`src/rtl/expander_consts.svh`:
```
// Purpose: Constants for the eight-bit I/O expander.
// Assumes: Included by bare name from every design file that needs it.
// Notes: Register pointers, reset values and slave address base.
`ifndef EXPANDER_CONSTS_SVH
`define EXPANDER_CONSTS_SVH

// Register pointers carried in the command byte.
`define EXP_PTR_INPUT 2'h0
`define EXP_PTR_OUTPUT 2'h1
`define EXP_PTR_POLARITY 2'h2
`define EXP_PTR_DIRECTION 2'h3

// Reset values; a set direction bit means input.
`define EXP_RST_OUTPUT 8'hFF
`define EXP_RST_POLARITY 8'h00
`define EXP_RST_DIRECTION 8'hFF

// Upper six bits of the 7-bit slave address; value is arbitrary.
`define EXP_ADDR_BASE 6'h10

// Bits in one serial byte.
`define EXP_BYTE_BITS 4'h8

`endif

```
`src/rtl/expander_pkg.sv`:
```
// Purpose: Types shared by the I/O expander design files.
// Assumes: Nothing is imported; users write expander_pkg::name.
// Notes: Serial engine states are one-hot.
package expander_pkg;

    typedef enum logic [8:0] {
        ST_IDLE = 9'h001,
        ST_ADDR = 9'h002,
        ST_ACK_A = 9'h004,
        ST_CMD = 9'h008,
        ST_ACK_C = 9'h010,
        ST_WDATA = 9'h020,
        ST_ACK_W = 9'h040,
        ST_RDATA = 9'h080,
        ST_RACK = 9'h100
    } bus_state_e;

    typedef logic [7:0] port_t;

endpackage

```
`src/rtl/port_if.sv`:
```
// Purpose: Carries pin state and change-detect control between modules.
// Assumes: One controller and one monitor.
// Notes: A set dir bit marks the pin as an input.
`timescale 1ns/1ps
interface port_if #(parameter int WIDTH = 8);
    logic [WIDTH-1:0] pins;
    logic [WIDTH-1:0] dir;
    logic snap_load;
    logic change;

    modport ctrl (output pins, output dir, output snap_load, input change);
    modport mon (input pins, input dir, input snap_load, output change);
endinterface

```
`src/rtl/bit_sync.sv`:
```
// Purpose: Two-stage synchroniser for asynchronous pin inputs.
// Assumes: Each bit is an independent level.
// Notes: The first stage is read only by the second.
`timescale 1ns/1ps
module bit_sync #(
    parameter int WIDTH = 1
) (
    input wire logic clk, // System clock.
    input wire logic rst_b, // Asynchronous reset, active low.
    input wire logic [WIDTH-1:0] d, // Asynchronous inputs.
    output logic [WIDTH-1:0] q // Synchronised outputs.
);
    logic [WIDTH-1:0] meta_q;

    always_ff @(posedge clk or negedge rst_b) begin
        if (!rst_b) begin
            meta_q <= '0;
            q <= '0;
        end else begin
            meta_q <= d;
            q <= meta_q;
        end
    end
endmodule

```
`src/rtl/i2c_eight_bit_io_expander.sv`:
```
// Purpose: Eight-bit I/O expander behind a two-wire serial slave.
// Assumes: rst_b combines power-on reset and the external reset pin.
// Notes: The bus is oversampled at 200 MHz; any fast-mode rate works.
`timescale 1ns/1ps
`include "expander_consts.svh"
module i2c_eight_bit_io_expander #(
    parameter int WIDTH = 8
) (
    input wire logic clk, // System clock, 200 MHz.
    input wire logic rst_b, // Reset, active low, asynchronous.
    input wire logic scl_i, // Serial clock pin level.
    input wire logic sda_i, // Serial data pin level.
    output logic sda_o, // Serial data drive value, always low.
    output logic sda_oe, // Pulls serial data low when high.
    input wire logic addr_i, // Address select pin.
    input wire logic [WIDTH-1:0] p_i, // Port pin levels.
    output logic [WIDTH-1:0] p_o, // Port pin drive values.
    output logic [WIDTH-1:0] p_oe, // Port pin drive enables.
    output logic int_o, // Change alert drive value, always low.
    output logic int_oe // Pulls the change alert low when high.
);
    localparam int SW = WIDTH + 3;

    expander_pkg::bus_state_e st_q;
    expander_pkg::bus_state_e st_d;
    logic [3:0] cnt_q;
    logic [3:0] cnt_d;
    logic [7:0] sh_q;
    logic [7:0] sh_d;
    logic rw_q;
    logic rw_d;
    logic [1:0] ptr_q;
    logic [1:0] ptr_d;
    logic sda_oe_q;
    logic sda_oe_d;
    logic [WIDTH-1:0] out_q;
    logic [WIDTH-1:0] out_d;
    logic [WIDTH-1:0] pol_q;
    logic [WIDTH-1:0] pol_d;
    logic [WIDTH-1:0] dir_q;
    logic [WIDTH-1:0] dir_d;
    logic [WIDTH-1:0] oe_q;
    logic int_oe_q;
    logic scl_prev_q;
    logic sda_prev_q;
    logic snap_load;
    logic [SW-1:0] sync_w;
    logic scl_s;
    logic sda_s;
    logic addr_s;
    logic [WIDTH-1:0] pins_s;
    logic scl_rise;
    logic scl_fall;
    logic start_c;
    logic stop_c;
    logic [6:0] dev_addr;

    port_if #(.WIDTH(WIDTH)) mon_if ();

    bit_sync #(.WIDTH(SW)) u_sync (
        .clk(clk),
        .rst_b(rst_b),
        .d({scl_i, sda_i, addr_i, p_i}),
        .q(sync_w)
    );

    port_monitor #(.WIDTH(WIDTH)) u_mon (
        .clk(clk),
        .rst_b(rst_b),
        .mon(mon_if.mon)
    );

    assign scl_s = sync_w[SW-1];
    assign sda_s = sync_w[SW-2];
    assign addr_s = sync_w[SW-3];
    assign pins_s = sync_w[WIDTH-1:0];
    assign mon_if.pins = pins_s;
    assign mon_if.dir = dir_q;
    assign mon_if.snap_load = snap_load;

    // Edges and bus conditions are taken from the synchronised levels.
    assign scl_rise = scl_s && !scl_prev_q;
    assign scl_fall = !scl_s && scl_prev_q;
    assign start_c = scl_s && scl_prev_q && sda_prev_q && !sda_s;
    assign stop_c = scl_s && scl_prev_q && !sda_prev_q && sda_s;
    assign dev_addr = {`EXP_ADDR_BASE, addr_s};

    // Selects the value a read returns for a register pointer.
    function automatic logic [7:0] read_sel(
        input logic [1:0] ptr,
        input logic [WIDTH-1:0] pins,
        input logic [WIDTH-1:0] outv,
        input logic [WIDTH-1:0] pol,
        input logic [WIDTH-1:0] dir
    );
        logic [7:0] v;
        v = 8'h00;
        case (ptr)
            `EXP_PTR_INPUT: v[WIDTH-1:0] = pins ^ pol;
            `EXP_PTR_OUTPUT: v[WIDTH-1:0] = outv;
            `EXP_PTR_POLARITY: v[WIDTH-1:0] = pol;
            default: v[WIDTH-1:0] = dir;
        endcase
        return v;
    endfunction

    always_comb begin
        st_d = st_q;
        cnt_d = cnt_q;
        sh_d = sh_q;
        rw_d = rw_q;
        ptr_d = ptr_q;
        sda_oe_d = sda_oe_q;
        out_d = out_q;
        pol_d = pol_q;
        dir_d = dir_q;
        snap_load = 1'b0;
        if (start_c) begin
            st_d = expander_pkg::ST_ADDR;
            cnt_d = 4'h0;
            sda_oe_d = 1'b0;
        end else if (stop_c) begin
            st_d = expander_pkg::ST_IDLE;
            sda_oe_d = 1'b0;
        end else begin
            case (st_q)
                expander_pkg::ST_ADDR,
                expander_pkg::ST_CMD,
                expander_pkg::ST_WDATA: begin
                    if (scl_rise && cnt_q != `EXP_BYTE_BITS) begin
                        sh_d = {sh_q[6:0], sda_s};
                        cnt_d = cnt_q + 4'h1;
                    end else if (scl_fall && cnt_q == `EXP_BYTE_BITS) begin
                        cnt_d = 4'h0;
                        sda_oe_d = 1'b1;
                        case (st_q)
                            expander_pkg::ST_ADDR: begin
                                if (sh_q[7:1] == dev_addr) begin
                                    rw_d = sh_q[0];
                                    st_d = expander_pkg::ST_ACK_A;
                                end else begin
                                    sda_oe_d = 1'b0;
                                    st_d = expander_pkg::ST_IDLE;
                                end
                            end
                            expander_pkg::ST_CMD: begin
                                ptr_d = sh_q[1:0];
                                st_d = expander_pkg::ST_ACK_C;
                            end
                            default: begin
                                // The input register ignores writes.
                                case (ptr_q)
                                    `EXP_PTR_OUTPUT: out_d = sh_q[WIDTH-1:0];
                                    `EXP_PTR_POLARITY: pol_d = sh_q[WIDTH-1:0];
                                    `EXP_PTR_DIRECTION: dir_d = sh_q[WIDTH-1:0];
                                    default: dir_d = dir_q;
                                endcase
                                st_d = expander_pkg::ST_ACK_W;
                            end
                        endcase
                    end
                end
                expander_pkg::ST_ACK_A: begin
                    if (scl_fall && rw_q) begin
                        sh_d = read_sel(ptr_q, pins_s, out_q, pol_q, dir_q);
                        sda_oe_d = !sh_d[7];
                        snap_load = (ptr_q == `EXP_PTR_INPUT);
                        st_d = expander_pkg::ST_RDATA;
                    end else if (scl_fall) begin
                        sda_oe_d = 1'b0;
                        st_d = expander_pkg::ST_CMD;
                    end
                end
                expander_pkg::ST_ACK_C,
                expander_pkg::ST_ACK_W: begin
                    if (scl_fall) begin
                        sda_oe_d = 1'b0;
                        st_d = expander_pkg::ST_WDATA;
                    end
                end
                expander_pkg::ST_RDATA: begin
                    if (scl_rise) begin
                        cnt_d = cnt_q + 4'h1;
                    end else if (scl_fall && cnt_q == `EXP_BYTE_BITS) begin
                        cnt_d = 4'h0;
                        sda_oe_d = 1'b0;
                        st_d = expander_pkg::ST_RACK;
                    end else if (scl_fall) begin
                        sh_d = {sh_q[6:0], 1'b0};
                        sda_oe_d = !sh_d[7];
                    end
                end
                expander_pkg::ST_RACK: begin
                    // A released line on the ninth clock ends the read.
                    if (scl_rise && sda_s) begin
                        st_d = expander_pkg::ST_IDLE;
                    end else if (scl_fall) begin
                        sh_d = read_sel(ptr_q, pins_s, out_q, pol_q, dir_q);
                        sda_oe_d = !sh_d[7];
                        snap_load = (ptr_q == `EXP_PTR_INPUT);
                        st_d = expander_pkg::ST_RDATA;
                    end
                end
                default: begin
                    st_d = expander_pkg::ST_IDLE;
                end
            endcase
        end
    end

    always_ff @(posedge clk or negedge rst_b) begin
        if (!rst_b) begin
            st_q <= expander_pkg::ST_IDLE;
            cnt_q <= 4'h0;
            sh_q <= 8'h00;
            rw_q <= 1'b0;
            ptr_q <= `EXP_PTR_INPUT;
            sda_oe_q <= 1'b0;
            out_q <= `EXP_RST_OUTPUT;
            pol_q <= `EXP_RST_POLARITY;
            dir_q <= `EXP_RST_DIRECTION;
            oe_q <= '0;
            int_oe_q <= 1'b0;
            scl_prev_q <= 1'b1;
            sda_prev_q <= 1'b1;
        end else begin
            st_q <= st_d;
            cnt_q <= cnt_d;
            sh_q <= sh_d;
            rw_q <= rw_d;
            ptr_q <= ptr_d;
            sda_oe_q <= sda_oe_d;
            out_q <= out_d;
            pol_q <= pol_d;
            dir_q <= dir_d;
            oe_q <= ~dir_d;
            int_oe_q <= mon_if.change;
            scl_prev_q <= scl_s;
            sda_prev_q <= sda_s;
        end
    end

    assign sda_o = 1'b0;
    assign sda_oe = sda_oe_q;
    assign p_o = out_q;
    assign p_oe = oe_q;
    assign int_o = 1'b0;
    assign int_oe = int_oe_q;

    a_dir_write_oe: assert property (
        @(posedge clk) disable iff (!rst_b)
        (st_q == expander_pkg::ST_WDATA && scl_fall
            && cnt_q == `EXP_BYTE_BITS && ptr_q == `EXP_PTR_DIRECTION
            && !start_c && !stop_c)
        |=> ##1 (p_oe == ~$past(sh_q, 2)))
        else $error("direction write not applied to drive enables");

    a_oe_only_write: assert property (
        @(posedge clk) disable iff (!rst_b)
        (p_oe != $past(p_oe)) |-> (st_q == expander_pkg::ST_ACK_W))
        else $error("drive enables changed without a write");

    a_out_write_pins: assert property (
        @(posedge clk) disable iff (!rst_b)
        (st_q == expander_pkg::ST_WDATA && scl_fall
            && cnt_q == `EXP_BYTE_BITS && ptr_q == `EXP_PTR_OUTPUT
            && !start_c && !stop_c)
        |=> (p_o == $past(sh_q)))
        else $error("output write not seen on port pins");

    a_input_read_pol: assert property (
        @(posedge clk) disable iff (!rst_b)
        (snap_load && !start_c && !stop_c)
        |=> (sh_q == ($past(pins_s) ^ $past(pol_q))))
        else $error("input read value not polarity adjusted");

    a_read_first_bit: assert property (
        @(posedge clk) disable iff (!rst_b)
        ($rose(st_q == expander_pkg::ST_RDATA)) |-> (sda_oe_q == !sh_q[7]))
        else $error("read data bit not driven on bus");

    a_addr_match_ack: assert property (
        @(posedge clk) disable iff (!rst_b)
        (st_q == expander_pkg::ST_ADDR && scl_fall && !start_c && !stop_c
            && cnt_q == `EXP_BYTE_BITS && sh_q[7:1] == dev_addr)
        |=> sda_oe_q ##0 (st_q == expander_pkg::ST_ACK_A))
        else $error("matching address not acknowledged");

    a_stop_idles: assert property (
        @(posedge clk) disable iff (!rst_b)
        (stop_c && !start_c) |=> (st_q == expander_pkg::ST_IDLE && !sda_oe_q))
        else $error("stop did not return engine to idle");

    a_alert_follows: assert property (
        @(posedge clk) disable iff (!rst_b)
        mon_if.change |=> int_oe_q)
        else $error("change alert not pulled low");

    a_count_bound: assert property (
        @(posedge clk) disable iff (!rst_b)
        cnt_q <= `EXP_BYTE_BITS)
        else $error("bit counter overran a byte");
endmodule

```
`src/rtl/port_monitor.sv`:
```
// Purpose: Holds the input snapshot and flags input pins that differ.
// Assumes: Pins arrive already synchronised.
// Notes: The snapshot follows the pins for three cycles after reset.
`timescale 1ns/1ps
module port_monitor #(
    parameter int WIDTH = 8
) (
    input wire logic clk, // System clock.
    input wire logic rst_b, // Asynchronous reset, active low.
    port_if.mon mon // Pin state and snapshot control.
);
    logic [WIDTH-1:0] snap_q;
    logic [WIDTH-1:0] snap_d;
    logic [2:0] primed_q;
    logic [2:0] primed_d;
    logic change_q;
    logic change_d;

    assign mon.change = change_q;

    // The synchroniser still shows its reset zeros for two cycles, so the
    // snapshot keeps reloading until real pin levels arrive.
    always_comb begin
        snap_d = snap_q;
        primed_d = {primed_q[1:0], 1'b1};
        if (!primed_q[2] || mon.snap_load) begin
            snap_d = mon.pins;
        end
        change_d = primed_q[2] && !mon.snap_load
            && (|((mon.pins ^ snap_q) & mon.dir));
    end

    always_ff @(posedge clk or negedge rst_b) begin
        if (!rst_b) begin
            snap_q <= '0;
            primed_q <= 3'h0;
            change_q <= 1'b0;
        end else begin
            snap_q <= snap_d;
            primed_q <= primed_d;
            change_q <= change_d;
        end
    end

    a_change_on_diff: assert property (
        @(posedge clk) disable iff (!rst_b)
        (primed_q[2] && !mon.snap_load && |((mon.pins ^ snap_q) & mon.dir))
        |=> change_q)
        else $error("input difference did not raise change");

    a_change_read_clear: assert property (
        @(posedge clk) disable iff (!rst_b)
        mon.snap_load ##1 $stable(mon.pins) |=> !change_q)
        else $error("change stayed after input register read");
endmodule

```
`config.mk`:
```
export PLATFORM = sky130hd
export DESIGN_NAME = i2c_eight_bit_io_expander
export DESIGN_NICKNAME = d
export VERILOG_FILES = /design/src/rtl/expander_pkg.sv /design/src/rtl/port_if.sv /design/src/rtl/bit_sync.sv /design/src/rtl/i2c_eight_bit_io_expander.sv /design/src/rtl/port_monitor.sv
export VERILOG_INCLUDE_DIRS = /design/src /design/src/rtl
export SDC_FILE = /design/constraint.sdc
export NUM_CORES = 1
export LEC_CHECK = 0
export BUFFER_PORTS_ARGS = -buffer_cell sky130_fd_sc_hd__buf_4
export CORE_MARGIN = 2
export CORE_UTILIZATION = 55
export CTS_BUF_LIST = sky130_fd_sc_hd__clkbuf_2 sky130_fd_sc_hd__clkbuf_4 sky130_fd_sc_hd__clkbuf_8
export DETAILED_ROUTE_END_ITERATION = 8
export PLACE_DENSITY = 0.74
export SLEW_MARGIN = 30
export SYNTH_ARGS = -nofsm -noshare
export SYNTH_HDL_FRONTEND = slang
export SYNTH_SLANG_ARGS = --single-unit
```
`constraint.sdc`:
```
create_clock -name clk -period 6.4 [get_ports clk]
set_input_delay 0.64 -clock clk [delete_from_list [all_inputs] [get_ports clk]]
set_output_delay 0.64 -clock clk [all_outputs]
set_load 0.02 [all_outputs]
```
### After elaboration in Yosys (flattened, before gate mapping)

Cells that the tools add are included.

| storage, ports and cells | value |
|---|---|
| output and inout port bits | 20 |
| bits of input ports | 13 |
| flip-flop bits (word level) | 94 |

| cells by class | value |
|---|---|
| mux-type cells | 65 |
| bitwise logic cells | 8 |
| equality and inequality tests | 32 |
| $add $sub $neg | 1 |
| reduce and logical (&&, ||, !) cells | 39 |

Operator list:

| operator | number |
|---|---|
| two-way mux 8 bit | 23 |
| two-way mux 9 bit | 11 |
| one-hot mux 9 bit (5 select lines) | 1 |
| AND reduction 7 bit | 5 |
| inequality test 4 bit, second input constant | 8 |
| one-hot mux 8 bit (4 select lines) | 1 |
| one-hot mux 8 bit (3 select lines) | 1 |
| two-way mux 4 bit | 5 |
| two-way mux 1 bit | 18 |
| one-hot mux 9 bit (2 select lines) | 1 |
| inequality test 2 bit, second input constant | 8 |
| bitwise XOR 8 bit | 2 |
| inequality test 5 bit, second input constant | 3 |
| logical AND 1 bit | 13 |
| AND reduction 10 bit | 1 |
| == test 9 x 2 -> 1 bit, second input constant | 1 |
| == test 9 x 3 -> 1 bit, second input constant | 1 |
| == test 9 x 4 -> 1 bit, second input constant | 1 |
| == test 9 x 5 -> 1 bit, second input constant | 1 |
| == test 9 x 6 -> 1 bit, second input constant | 1 |
| == test 9 x 7 -> 1 bit, second input constant | 1 |
| == test 9 x 8 -> 1 bit, second input constant | 1 |
| == test 9 bit, second input constant | 1 |
| logical NOT 1 bit | 9 |
| other kinds (22) | 27 |

### Depth between registers and ports, before layout

Gate-level depths: netlist of run 1.

| logic depth | value |
|---|---|
| depth in word-level cells | 13 |
| mapped depth | 8 |

### By module

From an unflattened synthesis of run 1, not the netlist that was laid out.

| second synthesis, totals | value |
|---|---|
| cell total of the unflattened synthesis | 392 |
| area total of the unflattened synthesis | 4578.1 µm² |

By module, submodules not included:

| module | times used | cells an instance | area an instance (µm²) | sequential area each (µm²) |
|---|---|---|---|---|
| i2c_eight_bit_io_expander | 1 | 334 | 3469.6 | 1525.2 |
| port_monitor | 1 | 36 | 558.0 | 300.3 |
| bit_sync | 1 | 22 | 550.5 | 550.5 |

### Worst setup path after synthesis of run 1

OpenSTA, ideal clock, no wires.

| path | value |
|---|---|
| path type | register -> register |
| from | register cnt_q[0] |
| to | register dir_q[5] |
| data arrival time | 2.036 ns |
| stages on the path, launching flop included | 9 |
| required time | 6.318 ns |
| setup slack | 4.282 ns |
| cells stage by stage | dfrtp_1 -> inv_1 -> ha_1 -> nand3b_1 -> nor2_1 -> nand3_2 -> nor3_2 -> buf_6 -> mux2_2 |

| on the way | value |
|---|---|
| word-level cells in the longest chain between the ends | 7 |

RTL lines:

| item | RTL line | RTL |
|---|---|---|
| from (decl) | i2c_eight_bit_io_expander.sv:26 | `logic [3:0] cnt_q;` |
| from (signal assigned) | i2c_eight_bit_io_expander.sv:228 | `cnt_q <= cnt_d;` |
| == test 4 bit (no line) | n/a |  |
| logical AND 1 bit (no line) | n/a |  |
| two-way mux 8 bit | i2c_eight_bit_io_expander.sv:133 | `` end else if (scl_fall && cnt_q == `EXP_BYTE_BITS) begin `` |
| two-way mux 8 bit * | i2c_eight_bit_io_expander.sv:130 | `` if (scl_rise && cnt_q != `EXP_BYTE_BITS) begin `` |
| two-way mux 8 bit * | i2c_eight_bit_io_expander.sv:126 | `case (st_q)` |
| two-way mux 8 bit * | i2c_eight_bit_io_expander.sv:122 | `end else if (stop_c) begin` |
| two-way mux 8 bit * | i2c_eight_bit_io_expander.sv:118 | `if (start_c) begin` |
| named net dir_d[5] | i2c_eight_bit_io_expander.sv:41 | `logic [WIDTH-1:0] dir_d;` |
| to (signal assigned) | i2c_eight_bit_io_expander.sv:221 | `` dir_q <= `EXP_RST_DIRECTION; `` |
| to (signal assigned) | i2c_eight_bit_io_expander.sv:235 | `dir_q <= dir_d;` |
| to (decl) | i2c_eight_bit_io_expander.sv:40 | `logic [WIDTH-1:0] dir_q;` |

The timed path passes the listed nets; every way through them passes the cells marked *.
A chain may end at the register's enable or synchronous reset.

### Worst setup path after layout of run 1

| path | value |
|---|---|
| from | register st_q[3] |
| to | register st_q[4] |

| on the way | value |
|---|---|
| word-level cells in the longest chain between the ends | 7 |

RTL lines:

| item | RTL line | RTL |
|---|---|---|
| from (decl) | i2c_eight_bit_io_expander.sv:24 | `expander_pkg::bus_state_e st_q;` |
| from (signal assigned) | i2c_eight_bit_io_expander.sv:213 | `st_q <= expander_pkg::ST_IDLE;` |
| from (signal assigned) | i2c_eight_bit_io_expander.sv:227 | `st_q <= st_d;` |
| == test 9 x 4 -> 1 bit / == test 9 x 2 -> 1 bit (equally long branches) | i2c_eight_bit_io_expander.sv:126, i2c_eight_bit_io_expander.sv:136 |  |
| one-hot mux 9 bit (2 select lines) | i2c_eight_bit_io_expander.sv:136 | `case (st_q)` |
| two-way mux 9 bit | i2c_eight_bit_io_expander.sv:133 |  |
| two-way mux 9 bit | i2c_eight_bit_io_expander.sv:130 |  |
| one-hot mux 9 bit (5 select lines) | i2c_eight_bit_io_expander.sv:126 |  |
| two-way mux 9 bit | i2c_eight_bit_io_expander.sv:122 |  |
| two-way mux 9 bit | i2c_eight_bit_io_expander.sv:118 |  |

Several ways; a longest one is shown, not always the timed one. The select of a mux whose other input is x is not followed.

==> results by group, run 1 <==
Setup path
  • CP arrival: 2.85 ns
  • Critical path's largest stage delay: between 0.6 and 0.7 ns
  • Nature of the critical path endpoint: register
  • Kind of critical path: register to register
  • CP delay by family, top: simple AND/OR/NAND/NOR gates
  • Startpoint Class: register
  • Critical path's slowest cell: nor3_2
  • CP Cell Sequence: nor3_2 > nand4_2 > a21oi_1 > a21oi_2 > mux2_2
  • WP buf/inv: 0
  • R2R Setup Slk: 3.81 ns
  • Crit-path max FO: 12
  • CP required: roughly 6.7 ns

Clock tree
  • CTS resizes: 0
  • Post-CTS Setup Inserts: 0
  • Clock sinks: between 90 and 100
  • Clk slew on worst S/H paths: approximately 0.090 ns
  • CTS tree: built
  • CTS Buffer Depth: 2
  • Clock Root Buffer: clkbuf_8
  • Post-CTS Hold Buffers: 0
  • CTS buffer count: 9
  • H-tree depth: 3
  • Worst-skew pair later-pin latency: around 0.36 ns

Synthesis
  • EDFF count, synth: 0
  • Post-synthesis cell type count: 66
  • Yosys top cell by area: dfrtp_1
  • Top cells by area, synth: dfrtp_1, mux2_2, dfstp_2, mux2i_1, xor2_1
  • Seq cells post-synth: 94
  • Syn Area/Cell: 12.50 um^2
  • Synth top area share: 42.17%
  • Cell area after synthesis: 0.004451 mm^2
  • Yosys warns: 0
  • Main synth FF type: dfrtp_1
  • Post-Synthesis Cells: roughly 360
  • Ys async rst share: between 90% and 100%
  • Seq/Total Area, Yosys: between 50% and 60%

Route
  • Vias/cell: roughly 5.8
  • Initial DRT Pass Iterations: 4
  • DRC violations left: 0
  • Post-route antenna net violation count: 0
  • DR vias: roughly 2.9k
  • Wire per inst: 17.74 um
  • Starting DRT DRC Count: 236
  • Final WL: between 8 and 9 mm

Pwr
  • Peak VDD IR: around 0.00017 V
  • Power, Total: between 1 and 1.5 mW
  • Power per cell area: around 220 mW/mm^2
  • P_leak: approximately 2.1 nW

Layout
  • Area delta synth->final: 10.99%
  • Layout cells sized above 1: approximately a third
  • Final Net Count: 400
  • Most frequent cells in the layout: dfrtp_1, mux2_2, buf_4
  • Utilization after layout: a little under two thirds
  • Diode count: 0
  • Cell Count, Final, Fillers Out: around 490
  • Most common cell after layout, fill and taps aside: dfrtp_1

Floorplan
  • Die H: ~94 um
  • IO Count: 33
  • Die Area: roughly 0.0088 mm^2
  • Cell row count: 32
  • Initial core utilization: a little under three fifths
  • DIE WIDTH: roughly 94 um
  • CORE AREA: around 0.0078 mm^2

Hold path
  • Hold Crit Class: input port to async pin

Timing
  • Period utilization: about two fifths
  • Fmax: about 0.39 GHz
  • Slew Limit Fails: 0
  • Setup violations, final: 0
  • Slew headroom: 43.80%
  • RSZ-0062 raised after global routing: no
  • Final hold viol count: 0
  • Skew final: around 0.012 ns
  • Worst-margin pin slew: around 0.84 ns
  • Minimum clock period: ~2.6 ns
  • Setup tns final: 0 ns

GRT
  • Total GRT Usage: a little over a fifth
  • Vias in the first global route: a little under 3k
  • First-pass GRT wire length: between 10 and 15 mm
  • Initial antenna violation count: 0
  • GRT overflow: 0
  • Largest net degree at the start of global routing: 77

Placed design
  • Routability-driven placement congestion ratio: approximately 0.94
  • Dpl hpwl: ~6.0 mm
  • Inst Count DP: 475
  • Input/output buffers: 30

Job
  • Max cap viols: 0

Status
  • Status: completed
## report_power, final
part | internal (mW) | switching, mW
clock | 0.186 | 0.216
sequential | 0.610 | 0.0115
combinational | 0.0206 | 0.0287
total | 0.816 | 0.256
## kinds of logic after synthesis
group | count (synthesis) | share of synthesized area (%)
flops | 94 | 53.39
simple gates | 91 | 12.82
mux | 70 | 17.15
compound gates | 52 | 9.138
buf+inv | 25 | 2.839
xor+xnor | 20 | 3.936
fa+ha+maj | 2 | 0.5622
other cells | 2 | 0.1687
## state kept, by name, indices dropped and copies added (netlist names), named ones only
register          cells
u_mon.snap_q          8
p_oe                  8
u_sync.q             11
dir_q                 7
ptr_q                 2
sda_oe                1
rw_q                  1
sda_prev_q            1
int_oe                1
p_o                   8
u_mon.primed_q        3
pol_q                 8
cnt_q                 4
sh_q                  8
st_q                  9
u_mon.mon.change      1
scl_prev_q            1
u_sync.meta_q        11
## worst paths after layout
kind,from,cells past startpoint,to
min in group clk,u_sync.meta_q[4],0,u_sync.q[4]
setup / recovery,st_q[3],5,st_q[4]
hold reg to reg,u_sync.meta_q[4],0,u_sync.q[4]
hold / removal,rst_b,1,u_sync.meta_q[9]
max in group asynchronous,rst_b,2,u_sync.q[7]
setup reg to reg,st_q[3],5,st_q[4]
## synthesized netlist by cell type, types with 5 or more instances
master    count
a21oi_1       9
buf_4         5
clkbuf_1      5
dfrtp_1      75
dfstp_2      19
inv_1         9
mux2_2       49
mux2i_1      20
nand2_1      15
nand2b_1      8
nand3_1       7
nor2_1       14
nor2b_1       7
nor3_1        6
o21ai_0       9
xnor2_1       9
xor2_1       11
## worst reg2reg max path: cells and delay by family, from the launching register on
kind / cells / cell delay [ns]
flip-flops: 1 / 0.47
multiplexers: 1 / 0.31
AO/OA/AOI/OAI: 2 / 0.64
AND/OR/NAND/NOR: 2 / 1.07
## routing by layer
layer / GRT usage (%) / part of all wire [%] / vias up
met5: 0 / 0 / -
met2: 32.92 / 47 / 81
met3: 4.655 / 6.4 / 8
met4: 5.556 / 0.97 / 0
li1: - / - / 1343
met1: 32.09 / 46 / 1440
## cell type report
type | count | area (um^2)
multi-input cells | 238 | 1952
clock inverters | 7 | 77.57
fillers | 630 | 2828
repair buffers | 33 | 249.0
flip-flops and latches | 94 | 2376
well taps | 102 | 127.6
inverters | 9 | 33.78
clock buffers | 9 | 123.9
## through the flow
step           setup slack (ns)  hold WS (ns)  instance area (um^2)
2_1_floorplan             4.282        0.3312                  4454
3_3_place_gp              3.910        0.3313                  4730
3_5_place_dp              3.860        0.3355                  4730
4_1_cts                   3.839        0.1262                  4931
5_1_grt                   3.648        0.1388                  4940
6_report                  3.805        0.1461                  4940
No activity file was read; power rests on OpenSTA's default activity.
==> run 2: changes to the inputs <==
--- a/config.mk
+++ b/config.mk
@@ -11,7 +11,7 @@
 export CORE_UTILIZATION = 55
 export CTS_BUF_LIST = sky130_fd_sc_hd__clkbuf_2 sky130_fd_sc_hd__clkbuf_4 sky130_fd_sc_hd__clkbuf_8
 export DETAILED_ROUTE_END_ITERATION = 8
-export PLACE_DENSITY = 0.74
+export PLACE_DENSITY = 0.77
 export SLEW_MARGIN = 30
 export SYNTH_ARGS = -nofsm -noshare
 export SYNTH_HDL_FRONTEND = slang
==> constraint.sdc (replaced) <==
create_clock -name clk -period 2.3 [get_ports clk]
set_input_delay 0.23 -clock clk [delete_from_list [all_inputs] [get_ports clk]]
set_output_delay 0.23 -clock clk [all_outputs]
set_load 0.02 [all_outputs]
==> run 2 against run 1 <==
Sequential power grew to 2.8 times the previous value; maximum frequency increased by 20%; first-iteration DRC count shrank 19%; critical endpoint is now u_mon.snap_q[0]; non-clock buffer count grew 32; routed wire length up 7.3%; critical path depth increased by 1; clock-buffer cell count increased by 1; core utilization rose by 3.5 points; register-to-register slack worse by 3.7 ns; setup slack worse by 3.7 ns; clock skew fell by 0.0022 ns; worst hold slack better by 0.21 ns; highest routed layer unchanged.
==> results by group, run 2 (same netlist as run 1, synthesis figures left out) <==
Status
  • Status: completed

Layout
  • Filler cells: 610 (-3.2%)
  • Area delta synth->final: 17.09%
  • Cell Count, Final, Fillers Out: 523 (+6.3%)
  • Utilization after layout: 67.09% (+3.5 points)
  • Register area: 0.002377 mm^2 (about the same)
  • Layout cells sized above 1: 36.58% (+2.2 points)
  • Diode count: 0 (unchanged)
  • Area taken by multi-input logic gates: 0.001961 mm^2 (+0.45%)
  • Most frequent cells in the layout: dfrtp_1, buf_4, mux2_2
  • Final Net Count: 432 (+8.0%)
  • Most common cell after layout, fill and taps aside: dfrtp_1
  • Biggest regs: u_sync.meta_q: 11 flops, u_sync.q: 11 flops, st_q: 9 flops

Route
  • Wire per inst: 17.92 um (+0.98%)
  • Final WL: 9.370 mm (+7.3%)
  • Starting DRT DRC Count: 190 (-19%)
  • Post-route antenna net violation count: 0 (unchanged)
  • Initial DRT Pass Iterations: 4 (unchanged)
  • DR vias: 3020 (+5.2%)
  • DRC violations left: 0 (unchanged)
  • Vias/cell: 5.774 (-1.1%)

Setup path
  • Crit-path max FO: 10 (-2)
  • Kind of critical path: register to register
  • Startpoint Class: register
  • CP required: 2.55 ns (-4.10 ns)
  • Nature of the critical path endpoint: register
  • CP arrival: 2.42 ns (-0.43 ns)

Floorplan
  • CORE AREA: 0.007767 mm^2 (unchanged)
  • Cell row count: 32 (unchanged)
  • Die Area: 0.008828 mm^2 (unchanged)
  • Die H: 93.96 um (unchanged)
  • Initial core utilization: 57.30% (unchanged)
  • DIE WIDTH: 93.96 um (unchanged)
  • IO Count: 33 (unchanged)

GRT
  • Largest net degree at the start of global routing: 42 (-45%)
  • Vias in the first global route: 3051 (+5.4%)
  • First-pass GRT wire length: 15.72 mm (+6.8%)
  • GRT overflow: 0 (unchanged)
  • Total GRT Usage: 23.57% (+1.8 points)
  • Initial antenna violation count: 0 (unchanged)

Placed design
  • Dpl hpwl: 6.661 mm (+10%)
  • Input/output buffers: 30 (unchanged)
  • Inst Count DP: 496 (+4.4%)
  • Routability-driven placement congestion ratio: 0.9381 (-0.30%)

Clock tree
  • Clk slew on worst S/H paths: 0.10 ns (about the same)
  • H-tree depth: 3 (unchanged)
  • Worst-skew pair later-pin latency: 0.36 ns (about the same)
  • Post-CTS Setup Inserts: 0 (unchanged)
  • CTS buffer count: 9 (unchanged)
  • CTS tree: built
  • Clock sinks: 94 (unchanged)
  • Clock Root Buffer: clkbuf_8
  • CTS Buffer Depth: 2 (unchanged)

Timing
  • Worst-margin pin slew: 0.5475 ns (-0.2955 ns)
  • Minimum clock period: 2.168 ns (-0.4267 ns)
  • Setup violations, final: 0 (unchanged)
  • Skew final: 0.009934 ns (-0.002234 ns)
  • Setup tns final: 0 ns (unchanged)
  • RSZ-0062 raised after global routing: no
  • Final hold viol count: 0 (unchanged)
  • Period utilization: 94.25% (+54 points)
  • Slew Limit Fails: 0 (unchanged)
  • Fmax: 0.4613 GHz (+20%)
  • Slew headroom: 63.50% (+20 points)

Job
  • Max cap viols: 0 (unchanged)

Pwr
  • Power per cell area: 559.7 mW/mm^2 (+160%)
  • Peak VDD IR: 0.0004540 V (+170%)
  • P_leak: 2.228 nW (+6.7%)

Hold path
  • Hold Crit Class: register to register
==> run 2: routing by layer <==
layer	part of all wire (%)	vias up	global-route usage [%]
li1	-	1399	-
met1	44	1533	32.20
met2	51	82	38.45
met3	4.0	6	4.575
met4	0.65	0	7.126
met5	0	-	0
==> run 2: worst paths after layout <==
| check | startpoint | endpoint | slack, ns | depth (start not counted) |
|---|---|---|---|---|
| setup / recovery | st_q[8] | u_mon.snap_q[0] | 0.13 | 6 |
| hold / removal | u_sync.meta_q[1] | u_sync.q[1] | 0.35 | 0 |
| setup reg to reg | st_q[8] | u_mon.snap_q[0] | 0.13 | 6 |
| hold reg to reg | u_sync.meta_q[1] | u_sync.q[1] | 0.35 | 0 |
| max in group asynchronous | rst_b | dir_q[2] | 1.18 | 3 |
| min in group asynchronous | rst_b | u_mon.snap_q[7] | 0.40 | 2 |
==> run 2: layout make-up <==
type | count | share of cell area [%]
clock buffer | 10 | 2.641
clock inverter | 5 | 0.8403
inverter | 9 | 0.6483
multi-input combinational | 238 | 37.62
sequential | 94 | 45.62
tap | 102 | 2.449
timing repair buffer | 65 | 10.18
==> run 2: through the flow <==
stage | hold WS (ns) | instance area (um^2) | worst slack (ns) | power [mW]
4_1_cts | 0.3504 | 5201 | 0.1329 | 2.949
3_5_place_dp | 0.2583 | 4900 | 0.1546 | 1.910
2_1_floorplan | -0.06559 | 4454 | 0.1817 | 1.828
3_3_place_gp | 0.2447 | 4900 | 0.1754 | 1.905
6_report | 0.3529 | 5211 | 0.1322 | 2.917
5_1_grt | 0.3591 | 5211 | 0.01197 | 3.040
==> run 2: report_power, final <==
group	internal, mW	switching (mW)	leakage [nW]
logic	0.0787	0.0874	1.02
clock network	0.430	0.595	0.0869
registers	1.70	0.0299	1.12
==> run 2: repair_timing <==
action	in CTS	in global routing
hold endpoints to repair	41	0
hold buffers	12	0
resized for setup	0	2
setup endpoints to repair	0	1
==> run 2: worst max-delay path, cell delays in order, from the launching register on <==
cell and delay [ns]:
dfrtp_1 0.52, and2b_1 0.33, a21oi_1 0.09, or4_1 0.43, o21ai_2 0.18, buf_12 0.16
mux2_2 0.34
==> run 3: changes to the inputs <==
--- a/config.mk
+++ b/config.mk
@@ -11,8 +11,10 @@
 export CORE_UTILIZATION = 55
 export CTS_BUF_LIST = sky130_fd_sc_hd__clkbuf_2 sky130_fd_sc_hd__clkbuf_4 sky130_fd_sc_hd__clkbuf_8
 export DETAILED_ROUTE_END_ITERATION = 8
+export GPL_TIMING_DRIVEN = 0
 export PLACE_DENSITY = 0.77
 export SLEW_MARGIN = 30
 export SYNTH_ARGS = -nofsm -noshare
 export SYNTH_HDL_FRONTEND = slang
+export SYNTH_HIERARCHICAL = 1
 export SYNTH_SLANG_ARGS = --single-unit
==> run 3 against run 2 <==
Sequential share of layout area is 1.5 points lower; die area is 2.7% higher; final area is 3.5% higher; via count is 4.7% higher; cell count is 7.1% higher; register-to-register slack worse by 0.05 ns; flip-flop and latch count stayed put; clock-buffer cell count is 1 lower; critical path type unchanged; critical endpoint is now u_mon/snap_q[0].
==> results by group, run 3 <==
Timing
  • Minimum clock period: 2.216 ns (+0.04784 ns)
  • Final hold viol count: 0 (unchanged)
  • Period utilization: 96.33% (+2.1 points)
  • Slew headroom: 45.88% (-18 points)
  • Skew final: 0.01485 ns (+0.004915 ns)
  • Worst-margin pin slew: 0.8117 ns (+0.2642 ns)
  • Setup violations, final: 0 (unchanged)
  • Slew Limit Fails: 0 (unchanged)
  • Hold_ws: 0.3556 ns (+0.002699 ns)
  • Final setup margin: 0.08439 ns (-0.04784 ns)
  • Fmax: 0.4513 GHz (-2.2%)

Route
  • DR vias: 3162 (+4.7%)
  • Starting DRT DRC Count: 165 (-13%)
  • DRC violations left: 0 (unchanged)
  • Initial DRT Pass Iterations: 5 (+1)
  • Wire per inst: 17.41 um (-2.8%)
  • Post-route antenna net violation count: 0 (unchanged)
  • Vias/cell: 5.646 (-2.2%)
  • Final WL: 9.750 mm (+4.1%)

Synthesis
  • Post-Synthesis Cells: 392 (+10%)
  • Synth top area share: 40.99% (-1.2 points)
  • Yosys warns: 6 (+6)
  • Seq cells post-synth: 94 (unchanged)
  • Syn Area/Cell: 11.68 um^2 (-6.6%)
  • Top-count cell post-synth: dfrtp_1
  • EDFF count, synth: 0 (unchanged)
  • Cell area after synthesis: 0.004578 mm^2 (+2.9%)
  • Ys async rst share: 100.0% (unchanged)
  • Top cells by area, synth: dfrtp_1, dfstp_2, mux2_2, mux2_4, o21ai_0
  • Top cells by count, synth: dfrtp_1, mux2_2, nand2_1
  • Yosys top cell by area: dfrtp_1
  • Seq/Total Area, Yosys: 51.90% (-1.5 points)
  • Main synth FF type: dfrtp_1
  • Post-synthesis cell type count: 62 (-6.1%)

Layout
  • Final Net Count: 465 (+7.6%)
  • Most common cell after layout, fill and taps aside: dfrtp_1
  • Area taken by multi-input logic gates: 0.002140 mm^2 (+9.1%)
  • Filler cells: 602 (-1.3%)
  • Layout cells sized above 1: 34.51% (-2.1 points)
  • Diode count: 0 (unchanged)
  • Most frequent cells in the layout: dfrtp_1, buf_4, mux2_2
  • Area delta synth->final: 17.76%
  • Biggest regs: u_sync/meta_q: 11 flops, u_sync/q: 11 flops, st_q: 9 flops
  • Register area: 0.002376 mm^2 (about the same)

Clock tree
  • Clock Root Buffer: clkbuf_8
  • CTS Buffer Depth: 2 (unchanged)
  • H-tree depth: 3 (unchanged)
  • Worst-skew pair later-pin latency: 0.36 ns (about the same)
  • Clk slew on worst S/H paths: 0.10 ns (about the same)
  • Clock sinks: 94 (unchanged)
  • CTS buffer count: 9 (unchanged)
  • CTS tree: built

Setup path
  • R2R depth: 9 (+3)
  • CP arrival: 2.46 ns (+0.04 ns)
  • CP required: 2.54 ns (about the same)
  • Kind of critical path: register to register
  • Startpoint Class: register
  • R2R Setup Slk: 0.08 ns (-0.05 ns)
  • Worst r2r src: st_q[8]
  • Worst Setup EP: u_mon/snap_q[0]
  • CP Launch Point: st_q[8]
  • Capture point of the worst reg-to-reg path: u_mon/snap_q[0]
  • Nature of the critical path endpoint: register
  • Crit-path max FO: 10 (unchanged)

GRT
  • Vias in the first global route: 3185 (+4.4%)
  • GRT overflow: 0 (unchanged)
  • GR Util met3: 5.059% (+0.48 points)
  • First-pass GRT wire length: 15.85 mm (+0.83%)
  • GR Layer Usage met2: 37.91% (-0.54 points)
  • Total GRT Usage: 23.36% (-0.21 points)
  • GR Layer Usage met1: 32.11% (-0.086 points)
  • Initial antenna violation count: 0 (unchanged)
  • Global routing's busiest layer: met2
  • Largest net degree at the start of global routing: 95 (+130%)

Floorplan
  • CORE AREA: 0.008134 mm^2 (+4.7%)
  • Initial core utilization: 56.28% (-1.0 points)
  • Die Area: 0.009070 mm^2 (+2.7%)
  • Die H: 95.24 um (+1.4%)
  • DIE WIDTH: 95.24 um (+1.4%)
  • IO Count: 33 (unchanged)
  • Cell row count: 33 (+3.1%)

Placed design
  • Input/output buffers: 30 (unchanged)
  • Routability-driven placement congestion ratio: 0.9159 (-2.4%)
  • Dpl hpwl: 6.858 mm (+3.0%)
  • Pre-CTS WS: -0.2639 ns (-0.4185 ns)

Pwr
  • Peak VDD IR: 0.0004222 V (-7.0%)
  • Power per cell area: 554.1 mW/mm^2 (-1.0%)
  • P_leak: 2.521 nW (+13%)

Hold path
  • Hold Crit Class: register to register

Status
  • Status: completed

Job
  • Max cap viols: 0 (unchanged)
-- run 3: changes by cell type in the layout (fill, tap and decap cells not counted), moves of 5 or more --
| cell | before | now |
|---|---|---|
| nor2_1 | 14 | 19 |
| mux2_2 | 49 | 35 |
| buf_2 | 0 | 8 |
| buf_4 | 52 | 37 |
| nor2b_1 | 7 | 13 |
| mux2_4 | 0 | 9 |
| nand2_1 | 15 | 28 |
| mux2i_1 | 20 | 7 |
| o21ai_0 | 9 | 22 |
| nand2b_1 | 8 | 2 |
-- run 3: logic make-up after synthesis --
family                     Yosys count  share of synthesized area, %
and+or+nand+nor                    118                         15.85
muxes                               52                         13.34
AOI/OAI and AO/OA                   69                         10.28
adders and majority gates            2                        0.5465
other                                2                        0.1640
xor gates and xnor gates            23                         4.400
DFF                                 94                         51.90
buffers and inverters               32                         3.525
-- run 3: worst min path at each step --
| stage | startpoint | end | cells past startpoint |
|---|---|---|---|
| after global placement | u_sync/meta_q[1] | u_sync/q[1] | 0 |
| after floorplan | rst_b | cnt_q[0] | 0 |
| after detailed placement | u_sync/meta_q[3] | u_sync/q[3] | 0 |
| final | u_sync/meta_q[1] | u_sync/q[1] | 0 |
| after global routing | u_sync/meta_q[0] | u_sync/q[0] | 0 |
| after CTS | u_sync/meta_q[1] | u_sync/q[1] | 0 |
-- run 3: cell type report --
cell class | count | share of cell area [%]
Sequential cell | 94 | 44.07
Multi-Input combinational cell | 267 | 39.68
Timing Repair Buffer | 46 | 7.032
Tap cell | 105 | 2.437
Clock buffer | 9 | 2.298
Buffer | 18 | 2.065
Clock inverter | 7 | 1.439
Inverter | 14 | 0.9747
-- run 3: through the flow --
stage | cells | util (%) | setup TNS, ns | cell area (um^2) | power (mW)
floorplan | 393 | - | 0 | 4582 | 1.856
detailed placement | 528 | 60.76 | -3.998 | 4942 | 1.930
CTS | 559 | 65.44 | 0 | 5323 | 3.025
finish | 560 | 66.28 | 0 | 5391 | 2.987
global placement | 528 | 60.71 | -5.272 | 4938 | 1.924
global route | 560 | 66.28 | -0.04415 | 5391 | 3.111
-- run 3: worst max-delay path, stage by stage (launching register included) --
cell	delay, ns
dfrtp_1	0.34
buf_2	0.19
clkbuf_4	0.24
nor2b_1	0.16
a21oi_1	0.06
nand3b_1	0.22
nor4_4	0.22
nand2b_4	0.18
buf_6	0.17
mux2_4	0.31
-- run 3: repair_timing --
action | CTS | global route
gates cloned | 0 | 0
setup endpoints to repair | 26 | 29
hold endpoints to repair | 86 | 0
hold buffers | 12 | 0
gates resized for setup | 7 | 13
setup buffers | 3 | 1
pin swaps | 1 | 1
-- run 3: routing by layer --
metal  routed length, um  part of all wire (%)  vias to the layer above
met5                   0                     0                        -
met4                  76                  0.78                        0
met2                4747                    49                       56
met1                4518                    46                     1588
met3                 408                   4.2                        8
li1                    -                     -                     1510
-- run 3: report_power, final --
group	internal [mW]	switching, mW	leakage, nW	total, mW
combinational	0.0929	0.0999	1.29	0.193
sequential	1.70	0.0319	1.13	1.73
clock	0.430	0.636	0.103	1.07
total	2.22	0.767	2.52	2.99
